[src/hdl/ppec_pkg.sv]
// Package of constants and carrier types for the paged parallel EEPROM host controller.
//
// Operation
// - Write starts on strobe or select low pulse, other low, gate high.
// - Each further byte within 150 us, otherwise programming begins.
// - Host keeps page address constant at every falling strobe of a load; the controller does not enforce this and strobes any address written.
// - Three command writes enable the lock after program cycle time.
// - Locked part accepts loads preceded by the three-write enable sequence.
// - Command writes follow page load timing and store no data.
// - With id row pin at high voltage, an extra 128-byte row maps in.
// - Toggle polling keeps one constant address across reads; the controller compares bit 6 of any two successive reads, at any address.
package ppec_pkg;

  // ----------------------------------------------------------------
  // Register map (Avalon-MM word addresses)
  // ----------------------------------------------------------------
  localparam logic [2:0] PPEC_REG_CMD    = 3'h0;
  localparam logic [2:0] PPEC_REG_ADDR   = 3'h1;
  localparam logic [2:0] PPEC_REG_WDATA  = 3'h2;
  localparam logic [2:0] PPEC_REG_RDATA  = 3'h3;
  localparam logic [2:0] PPEC_REG_STATUS = 3'h4;

  // Command codes written to the command register.
  localparam logic [2:0] PPEC_CMD_READ   = 3'h1;
  localparam logic [2:0] PPEC_CMD_LOAD   = 3'h2;
  localparam logic [2:0] PPEC_CMD_LOCK   = 3'h3;
  localparam logic [2:0] PPEC_CMD_UNLOCK = 3'h4;
  localparam logic [2:0] PPEC_CMD_PLOAD  = 3'h5;

  // Command sequence values; arbitrary defaults, set for the real part.
  localparam logic [16:0] PPEC_SEQ_A0 = 17'h0_4C21;
  localparam logic [16:0] PPEC_SEQ_A1 = 17'h0_3B12;
  localparam logic [7:0]  PPEC_SEQ_D0 = 8'h69;
  localparam logic [7:0]  PPEC_SEQ_D1 = 8'h96;
  localparam logic [7:0]  PPEC_SEQ_D_LOCK   = 8'hB4;
  localparam logic [7:0]  PPEC_SEQ_D_UNLOCK = 8'h4B;
  localparam logic [7:0]  PPEC_SEQ_D_UNL0   = 8'hD2;

  // ----------------------------------------------------------------
  // Timing
  // ----------------------------------------------------------------
  localparam int PPEC_CLK_MHZ       = 200;
  localparam int PPEC_STROBE_NS     = 100;
  localparam int PPEC_SETUP_NS      = 50;
  localparam int PPEC_ACCESS_NS     = 120;
  localparam int PPEC_LOAD_WIN_US   = 150;
  localparam int PPEC_PROG_MS       = 10;
  localparam int PPEC_PWRUP_MS      = 5;
  localparam int PPEC_STROBE_CYC = (PPEC_STROBE_NS * PPEC_CLK_MHZ + 999) / 1000;
  localparam int PPEC_SETUP_CYC  = (PPEC_SETUP_NS * PPEC_CLK_MHZ + 999) / 1000;
  localparam int PPEC_ACCESS_CYC = (PPEC_ACCESS_NS * PPEC_CLK_MHZ + 999) / 1000 + 2;
  localparam int PPEC_LOAD_WIN_CYC = PPEC_LOAD_WIN_US * PPEC_CLK_MHZ;
  localparam int PPEC_PROG_CYC     = PPEC_PROG_MS * 1000 * PPEC_CLK_MHZ;
  localparam int PPEC_PWRUP_CYC    = PPEC_PWRUP_MS * 1000 * PPEC_CLK_MHZ;
  localparam int PPEC_BYTES_PAGE   = 128;

  // ----------------------------------------------------------------
  // Carrier types
  // ----------------------------------------------------------------
  typedef struct packed {
    logic        sel_n;
    logic        gate_n;
    logic        strobe_n;
    logic        id_row;
    logic [16:0] addr;
  } ppec_pins_s;

  typedef enum logic [2:0] {
    PPEC_IDLE   = 3'b000,
    PPEC_SETUP  = 3'b001,
    PPEC_PULSE  = 3'b010,
    PPEC_HOLD   = 3'b011,
    PPEC_RD     = 3'b100,
    PPEC_BUSY   = 3'b101
  } ppec_state_e;

endpackage

[src/hdl/ppec_host.sv]
// Host controller that drives a paged parallel EEPROM from Avalon-MM registers.
//
// The register offsets and the Avalon-MM interface to the registers are this design's own decisions.
`timescale 1ns/1ps
`default_nettype none
module ppec_host #(
  parameter int LOAD_WIN_CYC = ppec_pkg::PPEC_LOAD_WIN_CYC,
  parameter int PROG_CYC     = ppec_pkg::PPEC_PROG_CYC,
  parameter int PWRUP_CYC    = ppec_pkg::PPEC_PWRUP_CYC
) (
  // Clock and reset
  input  wire logic              i_sys_clk,
  input  wire logic              i_reset,
  // Avalon-MM slave
  input  wire logic [2:0]        i_avs_address,
  input  wire logic              i_avs_read,
  input  wire logic              i_avs_write,
  input  wire logic [31:0]       i_avs_writedata,
  output logic      [31:0]       o_avs_readdata,
  output logic                   o_avs_waitrequest,
  // Memory pins
  output ppec_pkg::ppec_pins_s   o_mem,
  input  wire logic [7:0]        i_mem_data,
  output logic      [7:0]        o_mem_data,
  output logic                   o_mem_data_oe
);
  import ppec_pkg::*;

  // ----------------------------------------------------------------
  // State
  // ----------------------------------------------------------------
  ppec_state_e state_reg, state_next;
  ppec_pins_s  pins_reg;
  logic [31:0] cnt_reg;
  logic [31:0] win_reg;
  logic [31:0] prog_reg;
  logic [31:0] pwr_reg;
  logic [7:0]  din_meta_reg, din_reg;
  logic [7:0]  rdata_reg, wdata_reg, dout_reg;
  logic [16:0] addr_reg;
  logic        id_reg, oe_reg;
  logic        loading_reg, is_rd_reg;
  logic [16:0] page_reg;
  logic [7:0]  nbytes_reg;
  logic [2:0]  seq_idx_reg;
  logic [2:0]  pend_reg;
  logic        lock_reg, err_reg, wait_reg;
  logic [31:0] rd_reg;
  logic [7:0]  prev_poll_reg;
  logic        poll_valid_reg;

  // ----------------------------------------------------------------
  // Register decode
  // ----------------------------------------------------------------
  wire busy_fsm   = (state_reg != PPEC_IDLE);
  wire pwr_ok     = (pwr_reg == 32'h0000_0000);
  wire prog_busy  = (prog_reg != 32'h0000_0000);
  wire sel_cmd    = (i_avs_address == PPEC_REG_CMD);
  wire sel_addr   = (i_avs_address == PPEC_REG_ADDR);
  wire sel_wdata  = (i_avs_address == PPEC_REG_WDATA);
  wire sel_rdata  = (i_avs_address == PPEC_REG_RDATA);
  wire sel_status = (i_avs_address == PPEC_REG_STATUS);
  wire cmd_wr     = i_avs_write && sel_cmd && !wait_reg;
  wire [2:0] cmd  = i_avs_writedata[2:0];
  // Loads are not refused while the memory programs; software waits on the status bits.
  wire cmd_ok     = !busy_fsm && pwr_ok && (pend_reg == 3'h0);
  wire same_page  = loading_reg && (addr_reg[16:7] == page_reg[16:7]) && (nbytes_reg < 8'(PPEC_BYTES_PAGE));
  wire win_done   = loading_reg && (win_reg == 32'h0000_0000);
  wire [7:0] seq_d = (seq_idx_reg == 3'h0 || seq_idx_reg == 3'h3) ? PPEC_SEQ_D0 :
                     (seq_idx_reg == 3'h1 || seq_idx_reg == 3'h4) ? PPEC_SEQ_D1 :
                     (seq_idx_reg == 3'h5) ? PPEC_SEQ_D_UNLOCK :
                     (pend_reg == PPEC_CMD_UNLOCK) ? PPEC_SEQ_D_UNL0 : PPEC_SEQ_D_LOCK;
  wire [16:0] seq_a = (seq_idx_reg == 3'h1 || seq_idx_reg == 3'h4) ? PPEC_SEQ_A1 : PPEC_SEQ_A0;
  wire in_seq   = (pend_reg == PPEC_CMD_LOCK) || (pend_reg == PPEC_CMD_UNLOCK) || (pend_reg == PPEC_CMD_PLOAD);
  wire new_seq  = (pend_reg == 3'h0) && cmd_wr &&
                  (cmd == PPEC_CMD_LOCK || cmd == PPEC_CMD_UNLOCK || cmd == PPEC_CMD_PLOAD);
  wire seq_last = (pend_reg == PPEC_CMD_UNLOCK) ? (seq_idx_reg == 3'h5) : (seq_idx_reg == 3'h2);
  // Busy also covers the idle gaps between the writes of a command sequence.
  wire [31:0] status_w = {24'h00_0000, 1'b0, lock_reg, err_reg,
                          loading_reg, prog_busy, !pwr_ok, busy_fsm || (pend_reg != 3'h0), wait_reg};
  wire [31:0] rd_mux = sel_rdata  ? {24'h00_0000, rdata_reg} :
                       sel_status ? status_w :
                       sel_addr   ? {15'h0000, addr_reg} :
                       sel_wdata  ? {24'h00_0000, wdata_reg} : 32'h0000_0000;
  // Data pin bit 6 toggling between two polls marks a running program cycle.
  wire toggling   = poll_valid_reg && (prev_poll_reg[6] != din_reg[6]);

  // ----------------------------------------------------------------
  // Pin sequencer
  // ----------------------------------------------------------------
  always_comb begin
    state_next = state_reg;
    case (state_reg)
      PPEC_IDLE:  if (pend_reg != 3'h0 || (cmd_wr && cmd_ok && cmd != 3'h0)) state_next = PPEC_SETUP;
      PPEC_SETUP: if (cnt_reg == 32'h0000_0000) state_next = is_rd_reg ? PPEC_RD : PPEC_PULSE;
      PPEC_PULSE: if (cnt_reg == 32'h0000_0000) state_next = PPEC_HOLD;
      PPEC_HOLD:  if (cnt_reg == 32'h0000_0000) state_next = PPEC_IDLE;
      PPEC_RD:    if (cnt_reg == 32'h0000_0000) state_next = PPEC_HOLD;
      default:    state_next = PPEC_IDLE;
    endcase
  end

  always_ff @(posedge i_sys_clk) begin
    if (i_reset) begin
      state_reg     <= PPEC_IDLE;
      pins_reg      <= '{sel_n: 1'b1, gate_n: 1'b1, strobe_n: 1'b1, id_row: 1'b0, addr: 17'h0_0000};
      cnt_reg       <= 32'h0000_0000;
      win_reg       <= 32'h0000_0000;
      prog_reg      <= 32'h0000_0000;
      pwr_reg       <= 32'(PWRUP_CYC);
      din_meta_reg  <= 8'h00;
      din_reg       <= 8'h00;
      rdata_reg     <= 8'h00;
      wdata_reg     <= 8'h00;
      dout_reg      <= 8'h00;
      addr_reg      <= 17'h0_0000;
      id_reg        <= 1'b0;
      oe_reg        <= 1'b0;
      is_rd_reg     <= 1'b0;
      loading_reg   <= 1'b0;
      page_reg      <= 17'h0_0000;
      nbytes_reg    <= 8'h00;
      seq_idx_reg   <= 3'h0;
      pend_reg      <= 3'h0;
      lock_reg      <= 1'b0;
      err_reg       <= 1'b0;
      wait_reg      <= 1'b1;
      rd_reg        <= 32'h0000_0000;
      prev_poll_reg <= 8'h00;
      poll_valid_reg <= 1'b0;
    end else begin
      // Data pins from the memory are asynchronous to this clock.
      din_meta_reg <= i_mem_data;
      din_reg      <= din_meta_reg;
      state_reg    <= state_next;
      // Power-up lockout mirrors the memory's own write block.
      if (!pwr_ok) pwr_reg <= pwr_reg - 32'h0000_0001;
      if (prog_busy) prog_reg <= prog_reg - 32'h0000_0001;
      // Load window: expiry means the memory has begun programming.
      if (loading_reg && !win_done) win_reg <= win_reg - 32'h0000_0001;
      if (win_done) begin
        loading_reg <= 1'b0;
        prog_reg    <= 32'(PROG_CYC);
      end
      // Avalon: one wait cycle, then answer.
      wait_reg <= !(i_avs_read || i_avs_write) || !wait_reg;
      // Read data are latched one edge early so they stand while waitrequest is low.
      if (wait_reg && i_avs_read) rd_reg <= rd_mux;
      if (i_avs_write && !wait_reg) begin
        if (sel_addr) begin
          addr_reg <= i_avs_writedata[16:0];
          id_reg   <= i_avs_writedata[17];
        end
        if (sel_wdata) wdata_reg <= i_avs_writedata[7:0];
        if (sel_status && i_avs_writedata[5]) err_reg <= 1'b0;
        if (cmd_wr && !cmd_ok) err_reg <= 1'b1;
      end
      if (cnt_reg != 32'h0000_0000) cnt_reg <= cnt_reg - 32'h0000_0001;
      case (state_reg)
        PPEC_IDLE: begin
          if (pend_reg != 3'h0 || (cmd_wr && cmd_ok && cmd != 3'h0)) begin
            is_rd_reg <= (pend_reg == 3'h0) && (cmd == PPEC_CMD_READ);
            cnt_reg   <= 32'(PPEC_SETUP_CYC);
            // Address and gate settle first; gate high before any strobe.
            pins_reg.sel_n  <= 1'b1;
            pins_reg.gate_n <= 1'b1;
            pins_reg.id_row <= id_reg;
            if (in_seq || new_seq) begin
              pins_reg.addr <= seq_a;
              dout_reg      <= seq_d;
            end else begin
              pins_reg.addr <= addr_reg;
              dout_reg      <= wdata_reg;
            end
            if (new_seq) begin
              pend_reg    <= cmd;
              seq_idx_reg <= 3'h0;
            end
            oe_reg <= !((pend_reg == 3'h0) && (cmd == PPEC_CMD_READ));
          end
        end
        PPEC_SETUP: if (cnt_reg == 32'h0000_0000) begin
          pins_reg.sel_n <= 1'b0;
          cnt_reg        <= is_rd_reg ? 32'(PPEC_ACCESS_CYC) : 32'(PPEC_STROBE_CYC);
          if (is_rd_reg) pins_reg.gate_n <= 1'b0;
          else pins_reg.strobe_n <= 1'b0;
        end
        PPEC_PULSE: if (cnt_reg == 32'h0000_0000) begin
          // Strobe rises while data still drives, so the memory latches it here.
          pins_reg.strobe_n <= 1'b1;
          cnt_reg <= 32'(PPEC_SETUP_CYC);
          if (in_seq && !seq_last) begin
            seq_idx_reg <= seq_idx_reg + 3'h1;
          end else begin
            seq_idx_reg <= 3'h0;
            if (pend_reg == PPEC_CMD_LOCK || pend_reg == PPEC_CMD_UNLOCK) begin
              lock_reg <= (pend_reg == PPEC_CMD_LOCK);
              pend_reg <= 3'h0;
            end else if (pend_reg == PPEC_CMD_PLOAD) pend_reg <= PPEC_CMD_LOAD;
            else pend_reg <= 3'h0;
          end
          // Every strobe restarts the byte window of the open load.
          win_reg <= 32'(LOAD_WIN_CYC);
          if (!loading_reg || !same_page) begin
            page_reg   <= pins_reg.addr;
            nbytes_reg <= 8'h01;
          end else nbytes_reg <= nbytes_reg + 8'h01;
          loading_reg <= 1'b1;
        end
        PPEC_RD: if (cnt_reg == 32'h0000_0000) begin
          rdata_reg    <= din_reg;
          // Only bit 6 toggling marks busy; bit 7 against the last written byte is not checked.
          prev_poll_reg  <= din_reg;
          poll_valid_reg <= 1'b1;
          if (toggling) prog_reg <= 32'(PROG_CYC);
          else if (poll_valid_reg) prog_reg <= 32'h0000_0000;
          pins_reg.gate_n <= 1'b1;
          pins_reg.sel_n  <= 1'b1;
          cnt_reg <= 32'(PPEC_SETUP_CYC);
        end
        PPEC_HOLD: if (cnt_reg == 32'h0000_0000) begin
          pins_reg.sel_n <= 1'b1;
          oe_reg <= 1'b0;
        end
        default: begin
        end
      endcase
      if (pend_reg == PPEC_CMD_LOAD && state_reg == PPEC_IDLE) begin
        pins_reg.addr <= addr_reg;
        dout_reg      <= wdata_reg;
        pend_reg      <= 3'h0;
      end
    end
  end

  assign o_mem             = pins_reg;
  assign o_mem_data        = dout_reg;
  assign o_mem_data_oe     = oe_reg;
  assign o_avs_readdata    = rd_reg;
  assign o_avs_waitrequest = wait_reg;

endmodule
`default_nettype wire

[config.mk]
export PLATFORM = sky130hd
export DESIGN_NAME = ppec_host
export DESIGN_NICKNAME = d
export VERILOG_FILES = /design/src/hdl/ppec_pkg.sv /design/src/hdl/ppec_host.sv
export SDC_FILE = /design/constraint.sdc
export NUM_CORES = 1
export LEC_CHECK = 0
export ABC_AREA = 1
export BUFFER_PORTS_ARGS = -buffer_cell sky130_fd_sc_hd__buf_4
export CAP_MARGIN = 20
export CORE_MARGIN = 1.5
export CORE_UTILIZATION = 49
export CTS_BUF_LIST = sky130_fd_sc_hd__clkbuf_2
export CTS_CLUSTER_SIZE = 16
export DETAILED_ROUTE_END_ITERATION = 10
export PLACE_DENSITY_LB_ADDON = 0.1
export REMOVE_ABC_BUFFERS = 1
export SLEW_MARGIN = 40
export SYNTH_ARGS = -nofsm -noshare
export SYNTH_HDL_FRONTEND = slang
export SYNTH_SLANG_ARGS = --single-unit
[constraint.sdc]
create_clock -name i_sys_clk -period 2.9 [get_ports i_sys_clk]
set_clock_uncertainty 0.2 [all_clocks]
set_input_delay 0.29 -clock i_sys_clk [delete_from_list [all_inputs] [get_ports i_sys_clk]]
set_output_delay 0.29 -clock i_sys_clk [all_outputs]
set_load 0.02 [all_outputs]
==> results.sh, run 1 <==
export IMPL_worstReg2RegEnd="pend_reg[0]"
export IMPL_grt_antenna_before_repair=1
export IMPL_syn_area_per_cell_um2=6.75
export IMPL_drt_pass1_iter_count=5
export IMPL_initial_utilization_pct=49.6
export IMPL_via_per_inst=5.09
export IMPL_maxUsedRoutingLayer="met4"
export IMPL_stdcell_count=2394
export IMPL_layout_drive_gt1_share_pct=12.2
export IMPL_post_route_util_pct=57.8
export IMPL_synthDistinctLibCells=54
export IMPL_routed_wl_met2_mm=14.8
export IMPL_ant_nets=0
export IMPL_wl_per_cell_um=13.7
export IMPL_finalMaxSlewViolations=0
export IMPL_clockBufferDepth=3
export IMPL_finalSetupTns_ns=0
export IMPL_power_leakage_uw=0.00701
export IMPL_critPathArrivalTime_ns=3.28
export IMPL_area_growth_pct=16.6
export IMPL_num_vias=12200
export IMPL_synth_top_area_share_pct=38.7
export IMPL_final_common_cell="nor2_1"
export IMPL_synthesis_area_mm2=0.0124
export IMPL_r2r_cells=10
export IMPL_timing_rr_start="pwr_reg[24]"
export IMPL_relSlewSlack_pct=52.2
export IMPL_min_to="wdata_reg[4]"
export IMPL_overflow=0
export IMPL_fin_crit_sh_pct=94.6
export IMPL_cts_root_buf="clkbuf_2"
export IMPL_synth_edf_count=0
export IMPL_drt_iter0_drc=852
export IMPL_syn_inst=1839
export IMPL_synth_largest_area_cell="dfxtp_1"
export IMPL_finalSetupViolCount=0
export IMPL_synth_async_reset_ratio_pct=0
export IMPL_wl_met3_mm=1.76
export IMPL_worst_setup_path_end_kind="flip-flop"
export IMPL_track_usage_pct=25.1
export IMPL_rrSetupSlack_ns=0.21
export IMPL_synth_area_leaders="dfxtp_1 (39%), nor2_1 (14%), nand2_1 (11%), o21ai_0 (4.8%), inv_1 (4.7%)"
export IMPL_die_h_um=162
export IMPL_cts_tree="yes"
export IMPL_synth_seq_cells=240
export IMPL_placedCellCount=2220
export IMPL_grt_pass1_wl_mm=54.3
export IMPL_portBuffers=80
export IMPL_criticalPathCategory="in2reg"
export IMPL_clk_pin_slew_ns=0.10
export IMPL_mostFrequentLayoutCells="nor2_1 (458), nand2_1 (370), dfxtp_1 (240), inv_1 (155), o21ai_0 (120)"
export IMPL_power_per_cell_area_mw_per_mm2=830
export IMPL_grt_setup_unrepaired="false"
export IMPL_crit_path_start_kind="input pin"
export IMPL_grt_pass1_vias=11500
export IMPL_finalNetCount=2087
export IMPL_hold_violations=0
export IMPL_min_path_cells=4
export IMPL_status="finished clean"
export IMPL_wl_mm=32.8
export IMPL_place_gp_congestion=0.936
export IMPL_irDropWorstVdd_mv=0.883
export IMPL_cts_buffers=67
export IMPL_maxCapViolCount=0
export IMPL_htree_levels=3
export IMPL_dieArea_mm2=0.0263
export IMPL_clock_sinks=240
export IMPL_hold_ws_ns=0.121
export IMPL_worst_slew_pin_slew_ns=0.716
export IMPL_drt_met1_wl_mm=15.5
export IMPL_ios=110
export IMPL_dp_hpwl_mm=22.7
export IMPL_period_minus_slack_ns=2.74
export IMPL_drc=0
export IMPL_row_count=58
export IMPL_core_area_mm2=0.0250
export IMPL_crit_fanout=15
export IMPL_synthFlopType="dfxtp_1"
export IMPL_ys_warn_count=0
export IMPL_worstPathRequired_ns=3.44
export IMPL_max_freq_mhz=365
export IMPL_insertion_delay_ns=0.82
export IMPL_yosysSeqAreaShare_pct=38.7
export IMPL_grt_max_degree=77
export IMPL_dieWidth_um=162
export IMPL_min_path_type="in2reg"
export IMPL_min_delay_start="i_avs_writedata[4]"
## kinds of logic (layout without fill, tap and decap cells)
family                     Yosys count  in the layout  share of synthesized area, %
AOI/OAI and AO/OA                  235            235                          10.5
xor gates and xnor gates            79             79                          5.57
adders and majority gates           13             13                          1.31
buffers and inverters              228            438                          8.31
DFF                                240            240                          38.7
other                                1             16                        0.0302
and+or+nand+nor                   1043           1043                          35.6
## worst max-delay path: stages
cell and delay (ns):
dlygate4sd3_1 0.55, buf_4 0.16, nor2_1 0.08, dlygate4sd3_1 0.58
nand4_1 0.09, inv_1 0.12, nand2_1 0.12, o21ai_4 0.43
nand3b_1 0.14, dlygate4sd3_1 0.59, a21oi_1 0.14
## timing repair
action	CTS	global route
setup buffers	0	1
setup endpoints to repair	0	7
endpoints found under the hold margin	100	0
gates resized for setup	0	4
hold buffers	68	0
## per-layer routing
| metal | GRT usage, % | vias up |
|---|---|---|
| met5 | 0 | - |
| met4 | 7.80 | 0 |
| met3 | 5.13 | 65 |
| met2 | 40.6 | 299 |
| met1 | 33.6 | 5558 |
| li1 | - | 6265 |
## area by class of cell
class	count	area (µm²)
fillers	2487	10600
flip-flops and latches	240	4800
clock buffers	90	450
well taps	330	413
inverters	166	633
repair buffers	167	1440
multi-input cells	1385	6650
diodes	1	2.50
clock inverters	15	90.1
## cells in the mapped netlist (3+ instances only)
master / instances
a211oi_1: 11
a21oi_1: 71
a221oi_1: 5
a31oi_1: 6
buf_1: 3
buf_2: 4
buf_4: 15
buf_6: 9
clkbuf_1: 26
clkbuf_8: 4
clkinv_1: 3
dfxtp_1: 240
ha_1: 13
inv_1: 157
inv_2: 4
nand2_1: 370
nand2_2: 8
nand2_4: 5
nand3_1: 96
nand3b_1: 6
nand4_1: 37
nor2_1: 458
nor2_2: 10
nor2_4: 4
nor2_8: 3
nor3_1: 31
o211ai_1: 7
o21ai_0: 120
or2_2: 6
xnor2_1: 27
xor2_1: 52
## how the worst max path moves through the flow
stage	startpoint	to	cells past startpoint
3_5_place_dp	cnt_reg[0]	prog_reg[3]	15
5_1_grt	pwr_reg[24]	pend_reg[0]	10
3_3_place_gp	pwr_reg[24]	cnt_reg[5]	10
6_report	i_avs_address[1]	pend_reg[0]	11
4_1_cts	i_avs_address[1]	pend_reg[0]	12
2_1_floorplan	i_reset	win_reg[0]	5
## through the flow
stage	setup slack (ns)	power [µW]	cell area, µm²
global placement	0.547	9510	13200
CTS	0.0403	12000	14500
detailed placement	0.535	9590	13200
global route	0.0390	13100	14500
finish	0.157	12000	14500
floorplan	0.388	8290	12100
## power breakdown
part           internal, µW  switching [µW]  total [µW]
Combinational          1960            3630        5590
Sequential             3720             376        4100
Clock                   916            1410        2330
Power figures use the tool's default switching activity.
==> run 2: changes to the inputs <==
--- a/config.mk
+++ b/config.mk
@@ -9,12 +9,12 @@
 export BUFFER_PORTS_ARGS = -buffer_cell sky130_fd_sc_hd__buf_4
 export CAP_MARGIN = 20
 export CORE_MARGIN = 1.5
-export CORE_UTILIZATION = 49
-export CTS_BUF_LIST = sky130_fd_sc_hd__clkbuf_2
+export CORE_UTILIZATION = 45
 export CTS_CLUSTER_SIZE = 16
 export DETAILED_ROUTE_END_ITERATION = 10
 export PLACE_DENSITY_LB_ADDON = 0.1
 export REMOVE_ABC_BUFFERS = 1
+export SKIP_LAST_GASP = 1
 export SLEW_MARGIN = 40
 export SYNTH_ARGS = -nofsm -noshare
 export SYNTH_HDL_FRONTEND = slang
==> results.sh, run 2 (synthesis gave the netlist of run 1 again) <==
export IMPL_status="finished clean"
export IMPL_wl_mm=32.4
export IMPL_core_area_mm2=0.0270
export IMPL_portBuffers=80
export IMPL_place_ws_ns=0.541
export IMPL_path_buf_inv=5
export IMPL_ant_nets=0
export IMPL_finalMaxSlewViolations=0
export IMPL_relSlewSlack_pct=44.8
export IMPL_cts_root_buf="clkbuf_16"
export IMPL_crit_fanout=10
export IMPL_layout_drive_gt1_share_pct=10.1
export IMPL_min_path_type="reg2reg"
export IMPL_max_stage_delay_ns=0.57
export IMPL_power_per_cell_area_mw_per_mm2=921
export IMPL_cts_setup_buffers=0
export IMPL_dp_hpwl_mm=23.3
export IMPL_htree_levels=1
export IMPL_critPathArrivalTime_ns=2.78
export IMPL_slowest_stage="dlygate4sd3_1"
export IMPL_placedCellCount=2232
export IMPL_criticalPathCategory="in2reg"
export IMPL_grt_max_degree=68
export IMPL_irDropWorstVdd_mv=0.821
export IMPL_power_leakage_uw=0.00689
export IMPL_insertion_delay_ns=0.55
export IMPL_clk_pin_slew_ns=0.06
export IMPL_fin_crit_sh_pct=87.6
export IMPL_dieWidth_um=169
export IMPL_crit_path_start_kind="input pin"
export IMPL_cts_tree="yes"
export IMPL_r2r_cells=7
export IMPL_crit_chain="dlygate4sd3_1 -> buf_4 -> inv_1 -> nand3_1 -> nor2_1 -> clkinv_1 -> o21ai_0 -> dlygate4sd3_1 -> a21oi_1"
export IMPL_placed_cell_area_mm2=0.0132
export IMPL_grt_pass1_vias=11000
export IMPL_antenna_cells=0
export IMPL_num_vias=11800
export IMPL_finalNetCount=2017
export IMPL_track_usage_pct=22.6
export IMPL_finalSetupViolCount=0
export IMPL_drt_pass1_iter_count=5
export IMPL_min_path_cells=2
export IMPL_hold_ws_ns=0.206
export IMPL_die_h_um=169
export IMPL_period_minus_slack_ns=2.54
export IMPL_row_count=60
export IMPL_wl_per_cell_um=14.0
export IMPL_stdcell_count=2320
export IMPL_multi_input_area_mm2=0.00664
export IMPL_crit_cells=9
export IMPL_drt_iter0_drc=790
export IMPL_grt_pass1_wl_mm=53.5
export IMPL_clock_sinks=240
export IMPL_cts_buffers=29
export IMPL_finalSetupTns_ns=0
export IMPL_clockBufferDepth=3
export IMPL_via_per_inst=5.07
export IMPL_dieArea_mm2=0.0286
export IMPL_worst_setup_path_end_kind="flip-flop"
export IMPL_place_gp_congestion=0.900
export IMPL_overflow=0
export IMPL_initial_utilization_pct=46.0
export IMPL_fill_cells=2738
export IMPL_mostFrequentLayoutCells="nor2_1 (458), nand2_1 (370), dfxtp_1 (240), inv_1 (156), o21ai_0 (120)"
export IMPL_crit_family="buffers and inverters"
export IMPL_area_growth_pct=17.7
export IMPL_regArea_mm2=0.00480
export IMPL_grt_setup_unrepaired="false"
export IMPL_final_common_cell="nor2_1"
export IMPL_drc=0
export IMPL_cts_resized_gates=0
export IMPL_worst_slew_pin_slew_ns=0.828
export IMPL_layout_setup_ws_ns=0.359
export IMPL_hold_violations=0
export IMPL_ios=110
export IMPL_worstPathRequired_ns=3.14
export IMPL_maxCapViolCount=0
export IMPL_fin_area_mm2=0.0146
export IMPL_grt_antenna_before_repair=0
export IMPL_crit_top_cell="dlygate4sd3_1"
export IMPL_max_freq_mhz=393
==> run 2: changes by cell type in the layout (fill, tap and decap cells not counted), moves of 3 or more <==
cell	delta
clkbuf_8	+3
clkinv_1	-7
clkinv_2	+3
dlygate4sd3_1	-31
bufinv_16	+5
clkbuf_16	+29
clkbuf_1	+5
clkbuf_2	-90
==> run 2: worst register-to-register path, stage by stage (launching register included) <==
cell           delay, ns
dfxtp_1             0.34
inv_1               0.14
nand2_1             0.12
nor2_1              0.35
clkinv_1            0.36
o21ai_0             0.25
dlygate4sd3_1       0.57
a21oi_1             0.04
==> run 2: what timing repair did <==
action | in CTS | in global routing
endpoints found under the hold margin | 45 | 0
hold buffers | 35 | 0
endpoints found under the setup margin | 0 | 0
==> run 2: final timing paths <==
path	startpoint	endpoint	slack, ns
max reg2reg	o_avs_waitrequest	wdata_reg[2]	0.41
min reg2reg	din_meta_reg[2]	din_reg[2]	0.21
max	i_avs_address[0]	wdata_reg[2]	0.36
min	din_meta_reg[2]	din_reg[2]	0.21
==> run 2: per-stage QoR <==
step / util, % / power, µW
finish: 54.1 / 13500
detailed placement: 49.0 / 9570
global route: 54.1 / 14600
floorplan: - / 8290
global placement: 49.0 / 9530
CTS: 54.1 / 13600
==> run 2: area by class of cell <==
cell class | count | area share (%)
sequential | 240 | 32.9
clock buffer | 37 | 5.37
inverter | 166 | 4.28
timing repair buffer | 135 | 7.53
tap | 341 | 2.92
multi-input combinational | 1385 | 45.4
clock inverter | 16 | 1.67
==> run 2: where the power goes <==
part	switching (µW)	total (µW)	internal [µW]	leakage, µW
Sequential	376	4100	3730	0.00195
Clock	1440	3880	2450	0.000506
Combinational	3570	5490	1920	0.00444
Total	5380	13500	8090	0.00689
==> run 2: routing by layer <==
metal / part of all wire (%) / vias up / GRT usage [%]
met3: 4.9 / 52 / 3.22
met5: 0 / - / 0
li1: - / 6091 / -
met1: 49 / 5370 / 31.3
met2: 44 / 257 / 36.9
met4: 2.1 / 0 / 5.50
==> run 3: changes to the inputs <==
--- a/config.mk
+++ b/config.mk
@@ -6,14 +6,15 @@
 export NUM_CORES = 1
 export LEC_CHECK = 0
 export ABC_AREA = 1
-export BUFFER_PORTS_ARGS = -buffer_cell sky130_fd_sc_hd__buf_4
 export CAP_MARGIN = 20
 export CORE_MARGIN = 1.5
 export CORE_UTILIZATION = 45
 export CTS_CLUSTER_SIZE = 16
 export DETAILED_ROUTE_END_ITERATION = 10
+export DONT_BUFFER_PORTS = 1
 export PLACE_DENSITY_LB_ADDON = 0.1
 export REMOVE_ABC_BUFFERS = 1
+export SETUP_SLACK_MARGIN = 0.15
 export SKIP_LAST_GASP = 1
 export SLEW_MARGIN = 40
 export SYNTH_ARGS = -nofsm -noshare
==> constraint.sdc (replaced) <==
create_clock -name i_sys_clk -period 2.9 [get_ports i_sys_clk]
set_clock_uncertainty 0.2 [all_clocks]
set_input_delay 0.145 -clock i_sys_clk [delete_from_list [all_inputs] [get_ports i_sys_clk]]
set_output_delay 0.145 -clock i_sys_clk [all_outputs]
set_load 0.02 [all_outputs]
==> results.sh, run 3 (synthesis gave the netlist of run 1 again) <==
export IMPL_crit_chain="nor2_2 -> nand2_1 -> inv_1 -> nand3_1 -> dlygate4sd3_1 -> nand3_1 -> a21oi_1 -> dlygate4sd3_1"
export IMPL_power_per_cell_area_mw_per_mm2=937
export IMPL_grt_setup_unrepaired="true"
export IMPL_finalSetupViolCount=0
export IMPL_core_area_mm2=0.0270
export IMPL_grt_pass1_vias=10900
export IMPL_track_usage_pct=22.8
export IMPL_irDropWorstVdd_mv=0.803
export IMPL_hold_ws_ns=0.0634
export IMPL_crit_path_start_kind="flip-flop"
export IMPL_num_vias=11400
export IMPL_portBuffers=0
export IMPL_place_ws_ns=0.535
export IMPL_finalNetCount=1940
export IMPL_clk_pin_slew_ns=0.06
export IMPL_ant_nets=0
export IMPL_grt_antenna_before_repair=0
export IMPL_fin_crit_sh_pct=90.2
export IMPL_max_stage_delay_ns=0.57
export IMPL_drt_pass1_iter_count=5
export IMPL_layout_drive_gt1_share_pct=6.21
export IMPL_worst_slew_pin_slew_ns=0.749
export IMPL_dieArea_mm2=0.0286
export IMPL_place_gp_congestion=0.879
export IMPL_ios=110
export IMPL_fill_cells=2822
export IMPL_drc=0
export IMPL_finalMaxSlewViolations=0
export IMPL_clock_sinks=240
export IMPL_worstPathRequired_ns=3.13
export IMPL_crit_family="buffers and inverters"
export IMPL_period_minus_slack_ns=2.61
export IMPL_power_leakage_uw=0.00646
export IMPL_area_growth_pct=12.6
export IMPL_wl_per_cell_um=14.4
export IMPL_cts_buffers=27
export IMPL_slowest_stage="dlygate4sd3_1"
export IMPL_status="finished clean"
export IMPL_drt_iter0_drc=698
export IMPL_maxCapViolCount=0
export IMPL_dp_hpwl_mm=23.1
export IMPL_initial_utilization_pct=46.0
export IMPL_criticalPathCategory="reg2reg"
export IMPL_worst_setup_path_end_kind="flip-flop"
export IMPL_mostFrequentLayoutCells="nor2_1 (457), nand2_1 (370), dfxtp_1 (240), inv_1 (156), o21ai_0 (119)"
export IMPL_crit_fanout=5
export IMPL_insertion_delay_ns=0.54
export IMPL_hold_violations=0
export IMPL_layout_setup_ws_ns=0.285
export IMPL_cts_tree="yes"
export IMPL_cts_root_buf="clkbuf_16"
export IMPL_htree_levels=1
export IMPL_finalSetupTns_ns=0
export IMPL_min_path_type="in2reg"
export IMPL_overflow=0
export IMPL_die_h_um=169
export IMPL_final_common_cell="nor2_1"
export IMPL_antenna_cells=0
export IMPL_grt_pass1_wl_mm=54.2
export IMPL_dieWidth_um=169
export IMPL_row_count=60
export IMPL_max_freq_mhz=382
export IMPL_wl_mm=32.2
export IMPL_via_per_inst=5.10
export IMPL_critPathArrivalTime_ns=2.85
export IMPL_relSlewSlack_pct=50.0
export IMPL_path_buf_inv=3
export IMPL_grt_max_degree=73
export IMPL_clockBufferDepth=3
run 3: cell types whose count changed in the layout (fill, tap and decap cells not counted), moves of 2 or more:
cell,before,now
buf_4,100,19
bufinv_16,6,3
clkbuf_16,29,27
clkbuf_8,3,6
dlygate4sd3_1,35,40
run 3: final cells by class:
type                            count  area (µm²)  share of cell area [%]
Clock inverter                     10         129                   0.922
Sequential cell                   240        4800                    34.4
Tap cell                          341         427                    3.05
Inverter                          166         629                    4.50
Clock buffer                       39         781                    5.58
Timing Repair Buffer               60         571                    4.08
Multi-Input combinational cell   1385        6640                    47.5
run 3: through the flow:
stage	area, µm²	total power [µW]	util, %	std cells
floorplan	12100	8290	-	1791
global placement	12600	9450	46.6	2147
detailed placement	12600	9500	46.6	2147
CTS	13900	13100	51.6	2237
global route	14000	14200	51.7	2241
finish	14000	13100	51.7	2241
run 3: what timing repair did:
item | in CTS | in global routing
hold buffers | 41 | 0
buffers inserted | 0 | 4
endpoints found under the hold margin | 141 | 0
gates resized for setup | 0 | 3
endpoints found under the setup margin | 0 | 30
run 3: power breakdown:
group | total (µW) | switching [µW] | internal [µW]
combinational | 5450 | 3560 | 1900
clock | 3510 | 1380 | 2130
sequential | 4150 | 420 | 3730
total | 13100 | 5360 | 7750
run 3: worst min-delay path: cells and delay by family:
kind / cells / cell delay, ns
simple gates: 1 / 0.03
buf+inv: 2 / 0.59
run 3: final timing paths:
check / slack, ns / from / cells after the start / endpoint
worst min register to register: 0.20 / din_meta_reg[3] / 2 / din_reg[3]
worst max-delay path: 0.29 / pend_reg[0] / 8 / o_mem_data_oe
worst min-delay path: 0.06 / i_mem_data[2] / 3 / din_meta_reg[2]
worst max register to register: 0.29 / pend_reg[0] / 8 / o_mem_data_oe
run 3: routing by layer:
metal | up-vias | global-route usage, % | share of wire, %
li1 | 5945 | - | -
met1 | 5222 | 31.6 | 48
met2 | 216 | 37.5 | 45
met3 | 46 | 3.66 | 5.0
met4 | 0 | 5.00 | 2.0
met5 | - | 0 | 0
